**src/logic/timer_out_pkg.sv**
```systemverilog
// constants, field layouts and state carriers of the timer output and count clock block
// Behaviour
// - software one-shot trigger bit reads zero
// - trigger write clears and starts counter while running
// - one-shot only in free-run or edge modes
// - secondary match toggles pin when enabled
// - secondary match interrupt raised regardless of enable
// - primary match toggles pin when enabled
// - primary match interrupt raised regardless of enable
// - level bits: 01 low, 10 high, 11 ignored
// - level bits act only when written one
// - level trigger bits always read zero
// - output disabled holds pin low
// - first enable with high pin reports rise
// - secondary edge select: fall, rise, both
// - primary edge select: fall, rise, both
// - count clock chosen from three select bits
// - mode bits: stop, free, edge clear, match clear
// - edge valid after two equal samples
`default_nettype none

package timer_out_pkg;

    // register indices as printed; byte address is four times the index
    localparam logic [31:0] PRESCALER_IDX = 32'h0FFFF617;
    localparam logic [31:0] SELECTOR_IDX  = 32'hFFFFF30A;
    localparam logic [31:0] OUTCTL_IDX    = 32'hFFFFF619;
    localparam logic [31:0] STATUS_IDX    = 32'hFFFFF61A;
    localparam int          IDX_W         = 12;

    // output control fields
    localparam int TOE_BIT   = 0;
    localparam int PINV_BIT  = 1;
    localparam int FLOW_BIT  = 2;
    localparam int FHIGH_BIT = 3;
    localparam int SINV_BIT  = 4;
    localparam int OSPE_BIT  = 5;
    localparam int OSPT_BIT  = 6;

    // prescaler / edge fields and selector field
    localparam int CS_LO   = 0;
    localparam int PES_LO  = 4;
    localparam int SES_LO  = 6;
    localparam int GRP_BIT = 1;

    // storable bits; all others are reserved or trigger bits and read zero
    localparam logic [7:0] OUTCTL_MASK   = 8'h33;
    localparam logic [7:0] PRESC_MASK    = 8'hF3;
    localparam logic [7:0] SELECTOR_MASK = 8'h02;
    localparam logic [7:0] OUTCTL_RST    = 8'h00;
    localparam logic [7:0] PRESC_RST     = 8'h00;
    localparam logic [7:0] SELECTOR_RST  = 8'h00;

    // run mode encodings
    localparam logic [1:0] MODE_STOP   = 2'b00;
    localparam logic [1:0] MODE_FREE   = 2'b01;
    localparam logic [1:0] MODE_EDGE   = 2'b10;
    localparam logic [1:0] MODE_MATCH  = 2'b11;

    // valid edge encodings
    localparam logic [1:0] EDGE_FALL = 2'b00;
    localparam logic [1:0] EDGE_RISE = 2'b01;
    localparam logic [1:0] EDGE_BOTH = 2'b11;

    // count clock codes {group, select}
    localparam logic [2:0] CLK_FXX    = 3'b000;
    localparam logic [2:0] CLK_DIV4   = 3'b001;
    localparam logic [2:0] CLK_TICK   = 3'b010;
    localparam logic [2:0] CLK_PIN    = 3'b011;
    localparam logic [2:0] CLK_DIV2   = 3'b100;
    localparam logic [2:0] CLK_DIV8   = 3'b101;
    localparam logic [2:0] CLK_DIV16  = 3'b110;
    localparam int         DIV_W      = 4;
    // input pins are sampled at fxx/4
    localparam logic [1:0] SAMPLE_PHASE = 2'h3;

    // edge filter state
    typedef struct packed {
        logic sync1;
        logic sync2;
        logic cand;
        logic level;
    } edge_state_s;

    // control block state
    typedef struct packed {
        logic [7:0]       presc;
        logic [7:0]       selc;
        logic [7:0]       outc;
        logic             level;
        logic             pin;
        logic             armed;
        logic             ran_before;
        logic             clr_start;
        logic             pirq;
        logic             sirq;
        logic [DIV_W-1:0] div;
        logic [31:0]      prdata;
        logic             pslverr;
    } ctl_state_s;

endpackage

`default_nettype wire

```
**src/logic/timer_out_ctl.sv**
```systemverilog
// timer output control, valid edge selection and count clock selection with apb registers
//
// Design decision made here: register access over APB.
`default_nettype none

module timer_out_ctl (
    input  wire logic        clk_sys,
    input  wire logic        rst_n,
    input  wire logic        psel,
    input  wire logic        penable,
    input  wire logic        pwrite,
    input  wire logic [31:0] paddr,
    input  wire logic [31:0] pwdata,
    input  wire logic [3:0]  pstrb,
    output logic [31:0]      prdata,
    output logic             pready,
    output logic             pslverr,
    input  wire logic        run_mode_hi,
    input  wire logic        run_mode_lo,
    input  wire logic        primary_match,
    input  wire logic        secondary_match,
    input  wire logic        interval_timer_tick,
    input  wire logic        primary_input_pin,
    input  wire logic        secondary_input_pin,
    output logic             timer_output_pin,
    output logic             count_tick,
    output logic             counter_clear_start,
    output logic             primary_valid_edge,
    output logic             secondary_valid_edge,
    output logic             primary_match_irq,
    output logic             secondary_match_irq
);

    timer_out_pkg::ctl_state_s st_r;
    timer_out_pkg::ctl_state_s st_nxt;

    logic [1:0] run_mode;
    logic       running;
    logic       setup_ph;
    logic       wr_en;
    logic       wr_presc;
    logic       wr_selc;
    logic       wr_outc;
    logic [7:0] wbyte;
    logic       sw_trigger;
    logic       sample_en;
    logic       hold_filters;
    logic       prime_low;
    logic [2:0] clk_code;
    logic       p_edge;
    logic       s_edge;
    logic       oneshot_ok;
    logic       p_toggle;
    logic       s_toggle;

    // index decode used for both the read and the write path
    function automatic logic hit(input logic [31:0] addr, input logic [31:0] idx);
        hit = (addr[timer_out_pkg::IDX_W+1:2] == idx[timer_out_pkg::IDX_W-1:0]) &&
              (addr[1:0] == 2'h0);
    endfunction

    assign run_mode = {run_mode_hi, run_mode_lo};
    assign running  = (run_mode != timer_out_pkg::MODE_STOP);
    assign setup_ph = psel && !penable;
    assign wr_en    = psel && penable && pwrite && pstrb[0];
    assign wr_presc = wr_en && hit(paddr, timer_out_pkg::PRESCALER_IDX);
    assign wr_selc  = wr_en && hit(paddr, timer_out_pkg::SELECTOR_IDX);
    assign wr_outc  = wr_en && hit(paddr, timer_out_pkg::OUTCTL_IDX);
    assign wbyte    = pwdata[7:0];
    assign pready   = 1'b1;

    // a one written to the trigger bit while the counter runs clears and starts it; in stop mode it does nothing
    assign sw_trigger = wr_outc && wbyte[timer_out_pkg::OSPT_BIT] && running;

    // pins are sampled at fxx/4, so an external clock must hold longer than two of those
    assign sample_en    = (st_r.div[1:0] == timer_out_pkg::SAMPLE_PHASE);
    assign hold_filters = !running;
    // only the first enable after reset sees a high pin as a rise
    assign prime_low    = !st_r.ran_before;

    edge_filter u_primary (
        .clk_sys    (clk_sys),
        .rst_n      (rst_n),
        .pin_in     (primary_input_pin),
        .sample_en  (sample_en),
        .hold       (hold_filters),
        .prime_low  (prime_low),
        .edge_sel   (st_r.presc[timer_out_pkg::PES_LO+:2]),
        .valid_edge (p_edge),
        .level      ()
    );

    edge_filter u_secondary (
        .clk_sys    (clk_sys),
        .rst_n      (rst_n),
        .pin_in     (secondary_input_pin),
        .sample_en  (sample_en),
        .hold       (hold_filters),
        .prime_low  (prime_low),
        .edge_sel   (st_r.presc[timer_out_pkg::SES_LO+:2]),
        .valid_edge (s_edge),
        .level      ()
    );

    assign primary_valid_edge   = p_edge;
    assign secondary_valid_edge = s_edge;

    // count clock selection; the prohibited code gives no tick
    assign clk_code = {st_r.selc[timer_out_pkg::GRP_BIT], st_r.presc[timer_out_pkg::CS_LO+:2]};
    always_comb begin
        case (clk_code)
            timer_out_pkg::CLK_FXX:   count_tick = running;
            timer_out_pkg::CLK_DIV4:  count_tick = running && (st_r.div[1:0] == 2'h3);
            timer_out_pkg::CLK_TICK:  count_tick = running && interval_timer_tick;
            timer_out_pkg::CLK_PIN:   count_tick = running && p_edge;
            timer_out_pkg::CLK_DIV2:  count_tick = running && st_r.div[0];
            timer_out_pkg::CLK_DIV8:  count_tick = running && (st_r.div[2:0] == 3'h7);
            timer_out_pkg::CLK_DIV16: count_tick = running && (st_r.div == 4'hF);
            default:                  count_tick = 1'b0;
        endcase
    end

    // one-shot is honoured in free-running and edge clear modes only
    assign oneshot_ok = st_r.outc[timer_out_pkg::OSPE_BIT] &&
                        (run_mode == timer_out_pkg::MODE_FREE ||
                         run_mode == timer_out_pkg::MODE_EDGE);
    // match toggles gated by inversion enables and one-shot arming
    assign s_toggle = running && secondary_match && st_r.outc[timer_out_pkg::SINV_BIT] &&
                      (!oneshot_ok || st_r.armed);
    assign p_toggle = running && primary_match && st_r.outc[timer_out_pkg::PINV_BIT] &&
                      (!oneshot_ok || st_r.armed);

    // next state of registers, output level, divider and bus answer
    always_comb begin
        st_nxt = st_r;
        if (wr_presc) begin
            st_nxt.presc = wbyte & timer_out_pkg::PRESC_MASK;
        end
        if (wr_selc) begin
            st_nxt.selc = wbyte & timer_out_pkg::SELECTOR_MASK;
        end
        // trigger bits are never stored, so they read zero
        if (wr_outc) begin
            st_nxt.outc = wbyte & timer_out_pkg::OUTCTL_MASK;
        end
        // divider only runs with the counter so that ticks start in a known phase
        st_nxt.div = running ? st_r.div + 4'h1 : '0;
        if (running) begin
            st_nxt.ran_before = 1'b1;
        end
        // one-shot arming: trigger or edge arms, primary match ends the pulse
        if (!oneshot_ok) begin
            st_nxt.armed = 1'b0;
        end else if (sw_trigger ||
                     (run_mode == timer_out_pkg::MODE_EDGE && p_edge)) begin
            st_nxt.armed = 1'b1;
        end else if (primary_match) begin
            st_nxt.armed = 1'b0;
        end
        // both matches in one cycle cancel each other when both inversion enables are set
        st_nxt.level = st_r.level ^ p_toggle ^ s_toggle;
        // level triggers act only on a written one; 11 ignored
        if (wr_outc) begin
            case ({wbyte[timer_out_pkg::FHIGH_BIT], wbyte[timer_out_pkg::FLOW_BIT]})
                2'b10:   st_nxt.level = 1'b1;
                2'b01:   st_nxt.level = 1'b0;
                default: st_nxt.level = st_nxt.level;
            endcase
        end
        // pin held low while the output is disabled
        st_nxt.pin = st_nxt.outc[timer_out_pkg::TOE_BIT] && st_nxt.level;
        // clear and start on trigger, primary edge or primary match by mode
        st_nxt.clr_start = sw_trigger ||
                           (run_mode == timer_out_pkg::MODE_EDGE && p_edge) ||
                           (run_mode == timer_out_pkg::MODE_MATCH && primary_match);
        // interrupts follow matches whatever the inversion enables
        st_nxt.pirq = running && primary_match;
        st_nxt.sirq = running && secondary_match;
        // read data is taken in the setup phase and stands through the access phase
        if (setup_ph) begin
            st_nxt.pslverr = 1'b0;
            st_nxt.prdata  = '0;
            if (hit(paddr, timer_out_pkg::PRESCALER_IDX)) begin
                st_nxt.prdata[7:0] = st_r.presc;
            end else if (hit(paddr, timer_out_pkg::SELECTOR_IDX)) begin
                st_nxt.prdata[7:0] = st_r.selc;
            end else if (hit(paddr, timer_out_pkg::OUTCTL_IDX)) begin
                st_nxt.prdata[7:0] = st_r.outc;
            end else if (hit(paddr, timer_out_pkg::STATUS_IDX)) begin
                st_nxt.prdata[3:0] = {st_r.ran_before, st_r.armed, st_r.pin, st_r.level};
            end else begin
                st_nxt.pslverr = 1'b1;
            end
        end
    end

    // state register
    always_ff @(posedge clk_sys) begin
        if (!rst_n) begin
            st_r       <= '0;
            st_r.presc <= timer_out_pkg::PRESC_RST;
            st_r.selc  <= timer_out_pkg::SELECTOR_RST;
            st_r.outc  <= timer_out_pkg::OUTCTL_RST;
        end else begin
            st_r <= st_nxt;
        end
    end

    assign prdata              = st_r.prdata;
    assign pslverr             = st_r.pslverr && psel && penable;
    assign timer_output_pin    = st_r.pin;
    assign counter_clear_start = st_r.clr_start;
    assign primary_match_irq   = st_r.pirq;
    assign secondary_match_irq = st_r.sirq;
endmodule

`default_nettype wire

```
**src/logic/edge_filter.sv**
```systemverilog
// two-sample noise filter and valid edge detector for one timer input pin
`default_nettype none

module edge_filter (
    input  wire logic       clk_sys,
    input  wire logic       rst_n,
    input  wire logic       pin_in,
    input  wire logic       sample_en,
    input  wire logic       hold,
    input  wire logic       prime_low,
    input  wire logic [1:0] edge_sel,
    output logic            valid_edge,
    output logic            level
);

    timer_out_pkg::edge_state_s st_r;
    timer_out_pkg::edge_state_s st_nxt;
    logic                       changed;
    logic                       rise_ok;
    logic                       fall_ok;

    // a new level is accepted only when two samples agree
    always_comb begin
        st_nxt = st_r;
        st_nxt.sync1 = pin_in;
        st_nxt.sync2 = st_r.sync1;
        changed = 1'b0;
        if (hold) begin
            // stopped: track the pin, or pretend it was low before the very first start
            st_nxt.level = prime_low ? 1'b0 : st_r.sync2;
            st_nxt.cand  = prime_low ? 1'b0 : st_r.sync2;
        end else if (sample_en) begin
            st_nxt.cand = st_r.sync2;
            if (st_r.sync2 == st_r.cand && st_r.sync2 != st_r.level) begin
                st_nxt.level = st_r.sync2;
                changed      = 1'b1;
            end
        end
    end

    // edge select decode; the prohibited code detects nothing
    assign rise_ok    = (edge_sel == timer_out_pkg::EDGE_RISE) ||
                        (edge_sel == timer_out_pkg::EDGE_BOTH);
    assign fall_ok    = (edge_sel == timer_out_pkg::EDGE_FALL) ||
                        (edge_sel == timer_out_pkg::EDGE_BOTH);
    assign valid_edge = changed && (st_nxt.level ? rise_ok : fall_ok);
    assign level      = st_r.level;

    // state register
    always_ff @(posedge clk_sys) begin
        if (!rst_n) begin
            st_r <= '0;
        end else begin
            st_r <= st_nxt;
        end
    end

endmodule

`default_nettype wire

```
**config.mk**
```make
export PLATFORM = sky130hd
export DESIGN_NAME = timer_out_ctl
export DESIGN_NICKNAME = d
export VERILOG_FILES = /design/src/logic/timer_out_pkg.sv /design/src/logic/timer_out_ctl.sv /design/src/logic/edge_filter.sv
export SDC_FILE = /design/constraint.sdc
export NUM_CORES = 1
export LEC_CHECK = 0
export ABC_AREA = 1
export BUFFER_PORTS_ARGS = -buffer_cell sky130_fd_sc_hd__buf_2
export CORE_MARGIN = 3
export CORE_UTILIZATION = 51
export CTS_BUF_LIST = sky130_fd_sc_hd__clkbuf_4 sky130_fd_sc_hd__clkbuf_8
export DETAILED_ROUTE_END_ITERATION = 8
export PLACE_DENSITY = 0.89
export SLEW_MARGIN = 40
export SYNTH_ARGS = -nofsm -noshare
export SYNTH_HDL_FRONTEND = slang
export SYNTH_SLANG_ARGS = --single-unit
export TNS_END_PERCENT = 10
```
**constraint.sdc**
```tcl
create_clock -name clk_sys -period 3.51 [get_ports clk_sys]
set_clock_uncertainty 0.15 [all_clocks]
set_input_delay 0.5265 -clock clk_sys [delete_from_list [all_inputs] [get_ports clk_sys]]
set_output_delay 0.5265 -clock clk_sys [all_outputs]
set_load 0.03 [all_outputs]
```
==> metrics.yaml, run 1 <==
clk_pin_slew_ns: 0.08
die_area_um2: 5418
grt_pass1_wl_um: 7990
ys_warn_count: 0
cts_resized: 0
drv_slew: 0
rows: 23
drc: 0
cts_sinks: 39
fillers: 385
grt.total_usage_pct: 19.08
crit_path_start_kind: "primary input"
initial_utilization_pct: 55.48
clock_path_buffers: 2
core_um2: 4202
worstPathRequired_ns: 2.83
fin_tns_setup_ns: 0
die_w_um: 73.61
wl_per_cell_um: 12.00
drtPass1Iterations: 4
portBuffers: 50
critPathMaxFanout: 8
vdd_ir_drop_max_mv: 0.3059
grt_pass1_vias: 1857
cts.htree.levels: 2
clock-root-buffer: "clkbuf_8"
period_share_pct: 80.62
synth_top_area_share_pct: 33.49
status: "completed"
vias: 2080
cts_setup_buffers: 0
syn_area_um2: 2331
most-common-layout-cells: "buf_2, inv_1, nand2_1"
hold_class: "primary input to register"
rsz0062_at_grt: "false"
grt_max_degree: 23
cts_inserted_buffers: 5
cts_tree: "built"
period_minus_slack_ns: 2.830
overflow: 0
setup_violations: 0
antenna_left: 0
power.total_mw: 0.9777
antenna_found_initial: 0
synth_seq_cells: 39
synthCells: 319
critPathArrivalTime_ns: 2.15
maxCapViolations: 0
routed_wl_um: 4933
synth_top_area_cell: "dfxtp_1"
clkLatencyLatePin_ns: 0.30
path_class: "primary input to output pin"
num-nets-final: 446
hold_buffers: 0
avgSynthCellArea_um2: 7.307
synth_area_leaders: "dfxtp_1, buf_4, inv_1"
p_per_area_nw_per_um2: 381.0
worstSetupEndpointType: "output pin"
viasPerCell: 5.061
final_common_cell: "buf_2"
place_congestion: 0.8396
diodes: 0
ys_seq_area_share_pct: 33.49
first_iter_violations: 136
area_growth_pct: 10.09
die_h_um: 73.61
synth_cell_types: 40
drive_above_1_share_pct: 23.55
final_hold_viol_count: 0
p_leak_nw: 1.323
ioPinCount: 121
hpwl_um: 3845
fmax_mhz: 353.4
==> flip-flops by register name, indices dropped and copies added (netlist names), 2 cells and up <==
register          count
u_secondary.st_r      2
st_r                 16
u_primary.st_r        2
clk_code              3
prdata                8
==> critical path: stages <==
cell	delay, ns
buf_2	0.10
inv_1	0.07
ha_1	0.34
nor2_1	0.13
nand2_1	0.08
nand2_1	0.06
inv_2	0.07
nand3_1	0.09
nand2_1	0.12
nand4_1	0.10
nand2_1	0.08
nand2_1	0.04
a21oi_1	0.13
buf_2	0.22
==> metrics by stage <==
stage	area [um2]	setup slack, ns	std cells	utilization, %	hold slack, ns
after detailed placement	2449	0.7291	403	58.28	0.2521
after floorplan	2417	0.7155	342	-	0.2405
after global routing	2566	0.4469	411	61.08	0.2802
after global placement	2449	0.7475	403	58.28	0.2433
final	2566	0.6803	411	61.08	0.2573
after CTS	2566	0.6778	411	61.08	0.2561
==> where the power goes <==
| group | internal, mW | switching, mW | total [mW] |
|---|---|---|---|
| Clock | 0.230 | 0.161 | 0.391 |
| Combinational | 0.0334 | 0.0958 | 0.129 |
| Sequential | 0.452 | 0.00578 | 0.458 |
==> cells in the mapped netlist, drive strengths merged <==
library cell,count
inv,54
nand2,53
dfxtp,39
buf,37
nor2,26
a21oi,25
nand3,25
o21ai,20
nand4,8
ha,6
o211ai,5
nor3,4
clkbuf,2
conb,2
nand3b,2
o221ai,2
a211oi,1
a41oi,1
and3,1
nor3b,1
nor4,1
o2111ai,1
o21bai,1
or2,1
xnor2,1
==> path summary, 6_finish.rpt <==
| kind | start | end | slack, ns | cells after the start |
|---|---|---|---|---|
| hold reg to reg | u_primary.st_nxt[2] | u_primary.st_r[2] | 0.27 | 2 |
| setup reg to reg | st_r[33] | st_r[41] | 1.64 | 10 |
| setup / recovery | run_mode_lo | count_tick | 0.68 | 14 |
| hold / removal | secondary_input_pin | u_secondary.st_nxt[2] | 0.26 | 3 |
==> final cells by class <==
cell class                      instances  area, um2  area share [%]
Multi-Input combinational cell        210       1150           44.81
Sequential cell                        39      780.7           30.42
Timing Repair Buffer                   50      250.2           9.751
Inverter                               54      205.2           7.996
Clock buffer                            6      82.58           3.218
Tap cell                               50      62.56           2.438
Clock inverter                          2      35.03           1.365
==> cells by family (layout without fill, tap and decap cells) <==
logic type / count (synthesis) / in the layout / share of synthesized area (%)
other cells: 2 / 25 / 0.3222
compound gates: 56 / 56 / 13.74
fa+ha+maj: 6 / 6 / 3.221
simple gates: 122 / 122 / 27.97
xor+xnor: 1 / 1 / 0.3758
flops: 39 / 39 / 33.49
buf+inv: 93 / 112 / 20.88
==> routing by layer <==
metal | vias to the layer above | share of wire [%] | global-route usage (%)
met3 | 10 | 6.7 | 6.019
met2 | 61 | 50 | 31.59
met4 | 0 | 1.3 | 5.835
met1 | 945 | 42 | 23.55
met5 | - | 0 | 0
li1 | 1064 | - | -
Note: power is estimated with default switching activity, not from simulation.
==> run 2, diff against run 1 <==
- CORE_UTILIZATION: 51 -> 42
- PLACE_DENSITY: 0.89 -> 0.78
- clock period: 3.51 -> 2.5 ns (I/O delays scaled with it)
==> metrics.yaml, run 2 (same netlist as run 1, synthesis figures left out) <==
status: "completed"  # unchanged
layout.area.seq_um2: 783.3  # was 780.7 um2
die_area_um2: 6480  # was 5418 um2
portBuffers: 50  # unchanged
hold_buffers: 0  # unchanged
p_per_area_nw_per_um2: 478.0  # was 381.0 nW/um2
period_share_pct: 95.17
die_w_um: 80.50  # was 73.61 um
multi_input_area_um2: 1184  # was 1150 um2
routed_wl_um: 5094  # was 4933 um
hold_depth: 3  # unchanged
rows: 26  # was 23
drive_above_1_share_pct: 27.45  # was 23.55%
cts_tree: "built"  # unchanged
grt_pass1_vias: 1830  # was 1857
path_class: "register to output pin"  # was primary input to output pin
grt.total_usage_pct: 16.18  # was 19.08%
drtPass1Iterations: 4  # unchanged
vias: 2086  # was 2080
clock-root-buffer: "clkbuf_8"  # unchanged
most-common-layout-cells: "inv_1, nand2_1, buf_2"  # was buf_2, inv_1, nand2_1
initial_utilization_pct: 44.51  # was 55.48%
maxCapViolations: 0  # unchanged
pre_cts_ws_ns: 0.01121  # was 0.7291 ns
drv_slew: 0  # unchanged
cts.htree.levels: 2  # unchanged
fmax_mhz: 420.3
grt_pass1_wl_um: 8079  # was 7990 um
hpwl_um: 3962  # was 3845 um
critPathMaxFanout: 5  # was 8
core_um2: 5238  # was 4202 um2
worstPathRequired_ns: 1.98  # was 2.83 ns
whs_endpoint: "u_primary.st_nxt[2]"  # was u_secondary.st_nxt[2]
wl_per_cell_um: 11.63  # was 12.00 um
grt_max_degree: 23  # unchanged
antenna_left: 0  # unchanged
placed_cells: 428  # was 403
clock_path_buffers: 2  # unchanged
ioPinCount: 121  # unchanged
fillers: 531  # was 385
drc: 0  # unchanged
antenna_found_initial: 0  # unchanged
die_h_um: 80.50  # was 73.61 um
largest_reg_flops: 16  # unchanged
clkLatencyLatePin_ns: 0.29  # was 0.30 ns
cts_inserted_buffers: 5  # unchanged
num-nets-final: 453  # was 446
area_growth_pct: 14.12  # was 10.09%
finalNonFillerCells: 438  # was 411
first_iter_violations: 94  # was 136
vdd_ir_drop_max_mv: 0.3818  # was 0.3059 mV
overflow: 0  # unchanged
regToRegEndpoint: "st_r[41]"  # unchanged
period_minus_slack_ns: 2.379
power.total_mw: 1.272  # was 0.9777 mW
worstSetupEndpointType: "output pin"  # unchanged
largest-register: "st_r"  # unchanged
place_congestion: 0.8501  # was 0.8396
rr_startpoint: "st_r[33]"  # unchanged
min_from: "primary_input_pin"  # was secondary_input_pin
clk_pin_slew_ns: 0.07  # was 0.08 ns
finalWorstSetupSlack_ns: 0.1208  # was 0.6803 ns
reg2reg_depth: 10  # unchanged
diodes: 0  # unchanged
setup_violations: 0  # unchanged
hold_class: "primary input to register"  # unchanged
crit_path_start_kind: "register"  # was primary input
critPathArrivalTime_ns: 1.85  # was 2.15 ns
p_leak_nw: 1.351  # was 1.323 nW
rrSetupSlack_ns: 0.74  # was 1.64 ns
final_hold_viol_count: 0  # unchanged
viasPerCell: 4.763  # was 5.061
cts_sinks: 39  # unchanged
[run 2: routing by layer]
| metal | GRT usage, % | wire, um |
|---|---|---|
| met1 | 19.99 | 2294 |
| met2 | 25.91 | 2314 |
| met3 | 5.717 | 421 |
| met4 | 5.743 | 63 |
| met5 | 0 | 0 |
[run 2: final cells by class]
class	instances	share of cell area, %
well taps	70	3.293
flip-flops and latches	39	29.44
repair buffers	57	11.71
clock buffers	7	3.151
clock inverters	1	0.1881
multi-input cells	210	44.50
inverters	54	7.714
[run 2: through the flow]
stage	util [%]	cell area, um2	setup TNS [ns]	hold slack [ns]
floorplan	-	2417	0	0.2405
global placement	47.95	2511	0	0.2423
detailed placement	47.95	2511	0	0.2476
CTS	49.93	2615	0	0.09725
global route	50.79	2660	-0.01159	0.1125
finish	50.79	2660	0	0.1130
[run 2: where the power goes]
part / leakage, nW / internal (mW) / switching, mW
Sequential: 0.318 / 0.635 / 0.00795
Clock: 0.0491 / 0.218 / 0.217
Combinational: 0.984 / 0.0552 / 0.138
Total: 1.35 / 0.908 / 0.364
[run 2: worst max-delay path, stage by stage, from the launching register on]
cell and delay [ns]:
dfxtp_2 0.34, ha_2 0.18, inv_1 0.08, nor2_4 0.14, nand3_1 0.13, nand4_1 0.14
nand4_1 0.10, nand2_1 0.07, nand2_1 0.06, a21oi_2 0.17, buf_6 0.15
[run 2: what timing repair did]
| item | CTS | global route |
|---|---|---|
| setup buffers | 0 | 2 |
| pin swaps | 0 | 1 |
| setup endpoints to repair | 1 | 3 |
| resized for setup | 4 | 10 |
[run 2: worst max path at each step]
stage,start,to,slack [ns]
after detailed placement,run_mode_hi,count_tick,0.01
final,st_r[33],count_tick,0.12
after global placement,run_mode_hi,count_tick,0.05
after CTS,st_r[33],count_tick,0.004
after floorplan,run_mode_hi,secondary_valid_edge,0.008
after global routing,st_r[33],count_tick,-0.01
